$ cat src/hw/dbr_consts.svh
// Constants of the two-channel DMA bus and request mode control.
// Assumes inclusion by bare name from the package and the design files.
`ifndef DBR_CONSTS_SVH
`define DBR_CONSTS_SVH

// Request source encodings
`define DBR_SRC_AUTO   2'h0
`define DBR_SRC_EXT    2'h1
`define DBR_SRC_PERI   2'h2
`define DBR_SRC_RSVD   2'h3

// Unit size code 16 bytes, and beats of one unit
`define DBR_SIZE_16    2'h3
`define DBR_BEATS_16   3'h4
`define DBR_BEATS_1    3'h1
`define DBR_BEATS_0    3'h0

// Bus-free cycles after a release
`define DBR_GAP_CPU    2'h2
`define DBR_GAP_MIN    2'h1

// Data path
`define DBR_DATA_W     32
`define DBR_BUF_DEPTH  2

// State codes
`define DBR_ST_IDLE    3'h0
`define DBR_ST_REQ     3'h1
`define DBR_ST_RD      3'h2
`define DBR_ST_WR      3'h3
`define DBR_ST_SGL     3'h4
`define DBR_ST_NXT     3'h5
`define DBR_ST_REL     3'h6

`endif

$ cat src/hw/dbr_pkg.sv
// Types of the DMA bus and request mode control.
// Assumes dbr_consts.svh on the include path.
`include "dbr_consts.svh"

package dbr_pkg;

  typedef enum logic [2:0] {
    DBR_IDLE = `DBR_ST_IDLE,
    DBR_REQ  = `DBR_ST_REQ,
    DBR_RD   = `DBR_ST_RD,
    DBR_WR   = `DBR_ST_WR,
    DBR_SGL  = `DBR_ST_SGL,
    DBR_NXT  = `DBR_ST_NXT,
    DBR_REL  = `DBR_ST_REL
  } dbr_state_t;

endpackage

$ cat src/hw/dbr_buf.sv
// Small valid/ready FIFO holding read data until its write cycle.
// Assumes one clock and an asynchronous active-high reset.
`timescale 1ns/1ps
`default_nettype none

module dbr_buf #(
  parameter int W = 32,
  parameter int D = 2
) (
  input  wire logic         clk,
  input  wire logic         rst,
  input  wire logic         in_valid,
  output logic              in_ready,
  input  wire logic [W-1:0] in_data,
  output logic              out_valid,
  input  wire logic         out_ready,
  output logic      [W-1:0] out_data
);
  localparam int AW = (D > 1) ? $clog2(D) : 1;
  localparam int CW = $clog2(D + 1);

  logic [W-1:0]  mem [D];
  logic [AW-1:0] wptr;
  logic [AW-1:0] rptr;
  logic [CW-1:0] count;
  logic          push;
  logic          pop;

  assign in_ready  = (count != CW'(D));
  assign out_valid = (count != '0);
  assign push      = in_valid & in_ready;
  assign pop       = out_valid & out_ready;
  assign out_data  = mem[rptr];

  always_ff @(posedge clk) begin
    if (push) begin
      mem[wptr] <= in_data;
    end
  end

  always_ff @(posedge clk or posedge rst) begin
    if (rst) begin
      wptr <= '0;
      rptr <= '0;
    end else begin
      if (push) begin
        wptr <= (wptr == AW'(D - 1)) ? '0 : wptr + AW'(1);
      end
      if (pop) begin
        rptr <= (rptr == AW'(D - 1)) ? '0 : rptr + AW'(1);
      end
    end
  end

  always_ff @(posedge clk or posedge rst) begin
    if (rst) begin
      count <= '0;
    end else if (push && !pop) begin
      count <= count + CW'(1);
    end else if (pop && !push) begin
      count <= count - CW'(1);
    end
  end

endmodule

`default_nettype wire

$ cat src/hw/dbr_mode_ctrl.sv
// Request source, bus mode and acknowledge placement of a two-channel DMA.
// Assumes a bus arbiter answering bus_req with bus_grant, and a bus cycle
// engine that runs each requested cycle and pulses cyc_done at its end.
//
// Behaviour
// RULE1: each channel takes requests only from its selected source.
// RULE2: serial port request source needs that port's data register in use.
// RULE3: dual address acknowledge only in read or write cycle, per select bit.
// RULE4: per channel bus mode select picks cycle-steal or burst.
// RULE5: cycle-steal releases the bus after every unit, re-requests later.
// RULE6: sixteen byte dual address unit keeps the bus for the whole unit.
// RULE7: cycle-steal refused only for peripheral-to-peripheral transfers.
// RULE8: write-cycle acknowledge or single address leaves CPU two bus slots.
// RULE9: software avoids sixteen byte units with level requests in cycle-steal.
// RULE10: burst keeps the bus until the transfer end condition.
// RULE11: level request negated in burst releases after current cycle.
// RULE12: peripheral request source always runs cycle-steal.
// RULE13: software limits burst length to fit the refresh period.
// RULE14: software uses edge sensing for external requests in burst.
// RULE15: memory transfers allow 1/2/4/16 bytes; peripheral requests 1/2/4.
// RULE16: peripheral source or destination allows only 1/2/4 byte units.
// RULE17: single address needs the external request pin as source.
// RULE18: software uses sixteen byte units only with edge sensing.
// RULE19: bus requested before each tenure and dropped at release.
`timescale 1ns/1ps
`default_nettype none
`include "dbr_consts.svh"

module dbr_mode_ctrl (
  input  wire logic            clk,
  input  wire logic            rst,
  input  wire logic [1:0]      chan_enable,
  input  wire logic [1:0][1:0] req_src_select,
  input  wire logic [1:0]      ext_xfer_req_in,
  input  wire logic [1:0]      periph_req,
  input  wire logic [1:0]      req_sense_select,
  input  wire logic [1:0]      bus_mode_select,
  input  wire logic [1:0]      ack_cycle_select,
  input  wire logic [1:0]      unit_size_hi,
  input  wire logic [1:0]      unit_size_lo,
  input  wire logic [1:0]      single_addr_select,
  input  wire logic [1:0]      src_is_periph,
  input  wire logic [1:0]      dst_is_periph,
  input  wire logic [1:0]      xfer_end,
  output logic                 bus_req,
  input  wire logic            bus_grant,
  output logic                 cyc_req,
  output logic                 cyc_write,
  output logic                 cyc_chan,
  input  wire logic            cyc_done,
  input  wire logic [31:0]     rd_data,
  output logic      [31:0]     wr_data,
  output logic      [1:0]      xfer_ack_out,
  output logic      [1:0]      unit_done,
  output logic      [1:0]      cfg_err,
  output logic                 busy
);

  dbr_pkg::dbr_state_t state;
  dbr_pkg::dbr_state_t next_state;

  logic       cur;
  logic       next_cur;
  logic [2:0] rd_left;
  logic [2:0] wr_left;
  logic [1:0] gap;
  logic [1:0] ext_prev;
  logic [1:0] pend;
  logic [1:0] live;
  logic [1:0] take;
  logic [1:0] eff_burst;
  logic [1:0] next_cfg_err;
  logic       buf_in_ready;
  logic       buf_out_valid;
  logic       buf_pop;
  logic       buf_push;
  logic       unit_end;
  logic       keep;
  logic       start;

  // Settings of the channel that owns the engine
  logic [1:0] c_src;
  logic       c_single;
  logic       c_ack_wr;
  logic       c_burst;
  logic       c_edge;
  logic       c_size16;
  logic [2:0] c_beats;

  assign c_src    = req_src_select[cur];
  assign c_single = single_addr_select[cur];
  assign c_ack_wr = ack_cycle_select[cur];
  assign c_burst  = eff_burst[cur];
  assign c_edge   = req_sense_select[cur];
  assign c_size16 = {unit_size_hi[cur], unit_size_lo[cur]} == `DBR_SIZE_16;
  assign c_beats  = c_size16 ? `DBR_BEATS_16 : `DBR_BEATS_1;

  for (genvar c = 0; c < 2; c++) begin : g_chan
    logic src_ext;
    logic src_peri;
    logic size16;
    logic periph_end;

    assign src_ext    = req_src_select[c] == `DBR_SRC_EXT;
    assign src_peri   = req_src_select[c] == `DBR_SRC_PERI;
    assign size16     = {unit_size_hi[c], unit_size_lo[c]} == `DBR_SIZE_16;
    assign periph_end = src_is_periph[c] | dst_is_periph[c];

    // Peripheral requests never burst
    assign eff_burst[c] = bus_mode_select[c] & ~src_peri; // see RULE12 RULE4

    assign next_cfg_err[c] =
        (req_src_select[c] == `DBR_SRC_RSVD)
      | (single_addr_select[c] & ~src_ext) // see RULE17
      | (single_addr_select[c] & periph_end) // see RULE17
      | (size16 & (src_peri | periph_end)) // see RULE15 RULE16
      | (src_is_periph[c] & dst_is_periph[c] & ~eff_burst[c]); // see RULE7

    // Only the selected source can raise a request
    always_comb begin
      live[c] = 1'b0;
      case (req_src_select[c])
        `DBR_SRC_AUTO: live[c] = 1'b1; // see RULE1
        `DBR_SRC_EXT:  live[c] = req_sense_select[c] ? pend[c] : ext_xfer_req_in[c];
        `DBR_SRC_PERI: live[c] = pend[c]; // see RULE1
        default:       live[c] = 1'b0;
      endcase
      live[c] = live[c] & chan_enable[c] & ~cfg_err[c] & ~xfer_end[c];
    end

    // A new edge in the same cycle as the take is kept
    always_ff @(posedge clk or posedge rst) begin
      if (rst) begin
        pend[c] <= 1'b0;
      end else begin
        pend[c] <= (src_ext & req_sense_select[c] & ext_xfer_req_in[c] & ~ext_prev[c])
                 | (src_peri & periph_req[c])
                 | (pend[c] & ~take[c]);
      end
    end

    assign take[c] = start & (next_cur == 1'(c));
    assign unit_done[c] = unit_end & (cur == 1'(c));
  end

  always_ff @(posedge clk or posedge rst) begin
    if (rst) begin
      ext_prev <= 2'h0;
    end else begin
      ext_prev <= ext_xfer_req_in;
    end
  end

  always_ff @(posedge clk or posedge rst) begin
    if (rst) begin
      cfg_err <= 2'h0;
    end else begin
      cfg_err <= next_cfg_err;
    end
  end

  assign unit_end = ((state == dbr_pkg::DBR_WR) || (state == dbr_pkg::DBR_SGL))
                  & cyc_done & (wr_left == `DBR_BEATS_1);

  // Burst goes on unless ended or a level request fell
  assign keep = c_burst & chan_enable[cur] & ~xfer_end[cur] & ~cfg_err[cur] // see RULE10
              & ~((c_src == `DBR_SRC_EXT) & ~c_edge & ~ext_xfer_req_in[cur]); // see RULE11

  always_comb begin
    next_state = state;
    next_cur   = cur;
    start      = 1'b0;
    case (state)
      dbr_pkg::DBR_IDLE: begin
        // Fixed order here; channel 0 goes before channel 1
        if (live[0]) begin
          next_cur   = 1'b0;
          start      = 1'b1;
          next_state = dbr_pkg::DBR_REQ;
        end else if (live[1]) begin
          next_cur   = 1'b1;
          start      = 1'b1;
          next_state = dbr_pkg::DBR_REQ;
        end
      end
      dbr_pkg::DBR_REQ: begin
        if (bus_grant) begin
          next_state = c_single ? dbr_pkg::DBR_SGL : dbr_pkg::DBR_RD;
        end
      end
      dbr_pkg::DBR_RD: begin
        // Read ahead while the buffer was empty, so both entries get used
        if (cyc_done) begin
          if ((rd_left > `DBR_BEATS_1) && !buf_out_valid) begin
            next_state = dbr_pkg::DBR_RD;
          end else begin
            next_state = dbr_pkg::DBR_WR;
          end
        end
      end
      dbr_pkg::DBR_WR: begin
        if (cyc_done) begin
          if (wr_left == `DBR_BEATS_1) begin
            next_state = dbr_pkg::DBR_NXT;
          end else if (rd_left != `DBR_BEATS_0) begin
            next_state = dbr_pkg::DBR_RD; // see RULE6
          end
        end
      end
      dbr_pkg::DBR_SGL: begin
        if (cyc_done && (wr_left == `DBR_BEATS_1)) begin
          next_state = dbr_pkg::DBR_NXT;
        end
      end
      dbr_pkg::DBR_NXT: begin
        // Cycle-steal always lets go here
        if (keep) begin
          start      = 1'b1;
          next_state = c_single ? dbr_pkg::DBR_SGL : dbr_pkg::DBR_RD; // see RULE10
        end else begin
          next_state = dbr_pkg::DBR_REL; // see RULE5 RULE11 RULE12
        end
      end
      dbr_pkg::DBR_REL: begin
        if (gap == `DBR_GAP_MIN) begin
          next_state = dbr_pkg::DBR_IDLE;
        end
      end
      default: next_state = dbr_pkg::DBR_IDLE;
    endcase
  end

  always_ff @(posedge clk or posedge rst) begin
    if (rst) begin
      state <= dbr_pkg::DBR_IDLE;
      cur   <= 1'b0;
    end else begin
      state <= next_state;
      cur   <= next_cur;
    end
  end

  // Beat counters; a sixteen byte unit is four beats
  always_ff @(posedge clk or posedge rst) begin
    if (rst) begin
      rd_left <= `DBR_BEATS_0;
      wr_left <= `DBR_BEATS_0;
    end else if (((state == dbr_pkg::DBR_REQ) && bus_grant)
              || ((state == dbr_pkg::DBR_NXT) && keep)) begin
      rd_left <= c_single ? `DBR_BEATS_0 : c_beats;
      wr_left <= c_beats;
    end else if (cyc_done && cyc_req) begin
      if (state == dbr_pkg::DBR_RD) begin
        rd_left <= rd_left - 3'h1;
      end else begin
        wr_left <= wr_left - 3'h1;
      end
    end
  end

  // Idle bus slots left to the CPU after each release
  always_ff @(posedge clk or posedge rst) begin
    if (rst) begin
      gap <= `DBR_GAP_MIN;
    end else if ((state == dbr_pkg::DBR_NXT) && !keep) begin
      gap <= (c_ack_wr | c_single) ? `DBR_GAP_CPU : `DBR_GAP_MIN; // see RULE8
    end else if ((state == dbr_pkg::DBR_REL) && (gap != `DBR_GAP_MIN)) begin
      gap <= gap - 2'h1;
    end
  end

  // Held from the request up to the release
  assign bus_req = (state == dbr_pkg::DBR_REQ) || (state == dbr_pkg::DBR_RD) // see RULE19
                || (state == dbr_pkg::DBR_WR) || (state == dbr_pkg::DBR_SGL)
                || (state == dbr_pkg::DBR_NXT);

  // A read waits for buffer room, a write for buffered data
  assign cyc_req = ((state == dbr_pkg::DBR_RD) && buf_in_ready)
                || ((state == dbr_pkg::DBR_WR) && buf_out_valid)
                || (state == dbr_pkg::DBR_SGL);
  assign cyc_write = (state == dbr_pkg::DBR_WR);
  assign cyc_chan  = cur;
  assign busy      = (state != dbr_pkg::DBR_IDLE);

  always_comb begin
    xfer_ack_out = 2'h0;
    if (cyc_req && (c_single || (cyc_write == c_ack_wr))) begin // see RULE3
      xfer_ack_out[cur] = 1'b1;
    end
  end

  assign buf_push = (state == dbr_pkg::DBR_RD) && cyc_done && buf_in_ready;
  assign buf_pop  = (state == dbr_pkg::DBR_WR) && cyc_done;

  dbr_buf #(
    .W (`DBR_DATA_W),
    .D (`DBR_BUF_DEPTH)
  ) u_buf (
    .clk       (clk),
    .rst       (rst),
    .in_valid  (buf_push),
    .in_ready  (buf_in_ready),
    .in_data   (rd_data),
    .out_valid (buf_out_valid),
    .out_ready (buf_pop),
    .out_data  (wr_data)
  );
endmodule

`default_nettype wire

$ cat config.mk
export PLATFORM = sky130hd
export DESIGN_NAME = dbr_mode_ctrl
export DESIGN_NICKNAME = d
export VERILOG_FILES = /design/src/hw/dbr_pkg.sv /design/src/hw/dbr_buf.sv /design/src/hw/dbr_mode_ctrl.sv
export VERILOG_INCLUDE_DIRS = /design/src /design/src/hw
export SDC_FILE = /design/constraint.sdc
export NUM_CORES = 1
export LEC_CHECK = 0
export BUFFER_PORTS_ARGS = -buffer_cell sky130_fd_sc_hd__buf_2
export CAP_MARGIN = 20
export CORE_ASPECT_RATIO = 1.75
export CORE_MARGIN = 2
export CORE_UTILIZATION = 30
export CTS_CLUSTER_SIZE = 28
export DETAILED_ROUTE_END_ITERATION = 7
export GPL_TIMING_DRIVEN = 0
export PLACE_DENSITY = 0.52
export SYNTH_ARGS = -nofsm -noshare
export SYNTH_HDL_FRONTEND = slang
export SYNTH_SLANG_ARGS = --single-unit
$ cat constraint.sdc
create_clock -name clk -period 3.4 [get_ports clk]
set_clock_uncertainty 0.1 [all_clocks]
set_input_delay 1.02 -clock clk [delete_from_list [all_inputs] [get_ports clk]]
set_output_delay 1.02 -clock clk [all_outputs]
set_load 0.05 [all_outputs]
==> results.md <==
- Distinct cells, synth: 57
- Tcrit/Tclk final: 93.1%
- Die height: approximately 160 um
- Total CTS buffers: 9
- Mapped Nets: ~360
- PwrDens: slightly below 900 nW/um^2
- Comb pwr share: between 40% and 50%
- Max incr delay on CP: ~520 ps
- Setup bufs post-CTS: 0
- Post-CTS Resized: 0
- Initial Util: a little under a third
- DIE AREA: 14,300 um^2
- Top Ports: 107
- Hold buffer count at CTS: 0
- N_diodes: 0
- DR pass1 iterations: 4
- DR iter-0 viols: 66
- Worst Path Max Fanout: 10
- Max Fclk: approximately 0.32 GHz
- First-pass GRT wire length: between 10,000 and 15,000 um
- Commonest non-fill, non-tap cells in the layout: buf_2, edfxtp_1, mux2_2
- Final hold violations: 0
- Unrepaired setup endpoints after global routing: no
- CTS H-tree depth: 3
- Clk pwr share: between 20% and 30%
- Commonest non-fill, non-tap cell in the layout: buf_2
- Num rows: 55
- DRC: 0
- Peak VDD IR: slightly above 500 uV
- Arr. time, crit path: 2050 ps
- YS warnings: 0
- Mapped cell area: approximately 4000 um^2
- Vias: ~2,700
- Gr usage total: about an eighth
- P&R area growth vs syn: 28.1%
- LEAKAGE: 2.07 nW
- Total chip power: between 0.004 and 0.005 W
- Switch share: 41.3%
- Worst EP required: 2280 ps
- Mapped Cells: between 200 and 300
- Int Pwr: 0.00265 W
- Sequential power share: 31.5%
- Top post-synthesis cells by area: edfxtp_1, dfrtp_1, mux2_2, mux2i_1, ha_1
- Final WL: slightly below 9000 um
- DR WL/cell: around 15 um
- Largest net degree at the start of global routing: 33
- Post-synth EDFFs: 64
- Avg Vias per Cell: 4.68
- Core area: 12,900 um^2
- Final min period: between 3000 and 4000 ps
- #FFs+latches synth: 86
- Fraction of layout cells with a size suffix above 1: 42.9%
- GPL Wtd Cong: around 0.80
- Number of global-route vias before repair: around 2,800
- Antenna viol nets, final: 0
- CP bufs+invs: 3
- Num Clock Sinks: 86
- NetSw: 0.00186 W
- Worst hold path type: reg -> reg
- Max-slew headroom: just under 40%
- Mean Syn Cell Area: between 10 and 15 um^2
- Critical path, cell by cell: clkbuf_1, clkbuf_1, mux2_2, buf_2
- CP delay by family, top: buffers and inverters
- CTS tree: done
- Sequential-to-total area share from yosys stat: 62.0%
- CTS Root Cell: clkbuf_16
- Leading area contributor after synthesis: edfxtp_1
- Status: completed
- Top-area cell type share of the netlist area: between 40% and 50%
- DP HPWL: roughly 6500 um
- PortBufs: ~110
- Most frequent cell on the critical path: clkbuf_1
- Measured slew at the worst slew-check pin: approximately 910 ps
- Max-slew violations: 0
- Clock Latency Late Sink: approximately 330 ps
- Die X: between 90 and 100 um
- Number of max-cap violations: 0
- Critical path class: reg -> out
- Slowest cell on the critical path: clkbuf_1
- Synth Flop Type: edfxtp_1
- Fin util: 39.5%
- Clock-pin slew of the registers on the worst-case setup and hold paths: 70 ps
- Initial antenna violation count: 0
- Crit end category: primary output
- Congestion Overflow GR: 0
- Asr flop ratio synth: between 20% and 30%
- Final Net Count: 474
- Final Setup Violations: 0
- CP startpoint kind: flip-flop
- Longest Clk Path Bufs: 2
## registers in the layout (all words and copies together) (netlist names), 2 cells and up
| signal | flops |
|---|---|
| gap | 2 |
| pend | 2 |
| state | 3 |
| u_buf.mem | 64 |
| rd_left | 3 |
| cfg_err | 2 |
| u_buf.count | 2 |
| wr_left | 3 |
| ext_prev | 2 |
## final timing paths
kind / cells past startpoint / slack (ps) / startpoint / to
max: 4 / 230 / u_buf.rptr$_DFFE_PP0P_ / wr_data[8]
min: 1 / 450 / u_buf.wptr$_DFFE_PP0P_ / u_buf.wptr$_DFFE_PP0P_
min in group asynchronous: 2 / 770 / rst / ext_prev[0]$_DFF_PP0_
max reg2reg: 5 / 790 / state[2]$_DFFE_PP0P_ / u_buf.mem[1][26]$_DFFE_PP_
max in group asynchronous: 2 / 1860 / rst / state[2]$_DFFE_PP0P_
min reg2reg: 1 / 450 / u_buf.wptr$_DFFE_PP0P_ / u_buf.wptr$_DFFE_PP0P_
## stage by stage
stage          setup slack (ps)  std cells  instance area [um^2]  TNS (ps)  hold WS, ps
2_1_floorplan              41.0        285                  4000         0          378
5_1_grt                    42.5        579                  5110         0          463
6_report                    234        579                  5110         0          449
3_3_place_gp               -317        562                  4740    -19920          392
4_1_cts                     166        579                  5110         0          453
3_5_place_dp                210        563                  4780         0          430
## final cells by class
cell class	count	area (um^2)
Buffer	9	52.6
Clock buffer	9	225
Clock inverter	7	103
Fill cell	1285	7830
Inverter	15	56.3
Multi-Input combinational cell	175	1420
Sequential cell	86	2470
Tap cell	171	214
Timing Repair Buffer	107	558
## power by group through the flow
stage | clock network, W | registers (W) | logic, W
6_report | 0.00108 | 0.00142 | 0.00201
5_1_grt | 0.00116 | 0.00144 | 0.00218
4_1_cts | 0.00111 | 0.00142 | 0.00204
3_5_place_dp | 0 | 0.00144 | 0.00203
3_3_place_gp | 0 | 0.00144 | 0.00200
2_1_floorplan | 0 | 0.00145 | 0.00155
## synth_stat cells, types with 3 or more instances
cell type / n
nor3_1: 5
nand3b_1: 3
ha_1: 7
dfrtp_1: 21
xnor2_1: 6
nand2b_1: 5
inv_1: 14
and2_1: 4
nor2b_1: 5
xor2_1: 6
nand2_1: 18
edfxtp_1: 64
a21oi_1: 10
nor2_1: 11
mux2_2: 32
o21ai_0: 11
mux2i_1: 10
clkbuf_1: 6
## cells by family (layout without fill, tap and decap cells)
kind of cell    count (synthesis)  after routing  synth area share, %
xor+xnor                       12             12                 2.64
simple gates                   68             68                 9.60
mux                            43             43                 11.9
fa+ha+maj                       7              7                 2.20
compound gates                 45             45                 8.88
flops                          86             86                 62.0
buf+inv                        24            147                 2.73
## routing by layer
layer | track usage, % | vias up | wire [um]
li1 | - | 1303 | -
met1 | 13.4 | 1289 | 3320
met2 | 23.2 | 103 | 4670
met3 | 2.65 | 12 | 485
met4 | 5.63 | 0 | 203
met5 | 0 | - | 0
Note: power is estimated with default switching activity, not from simulation.
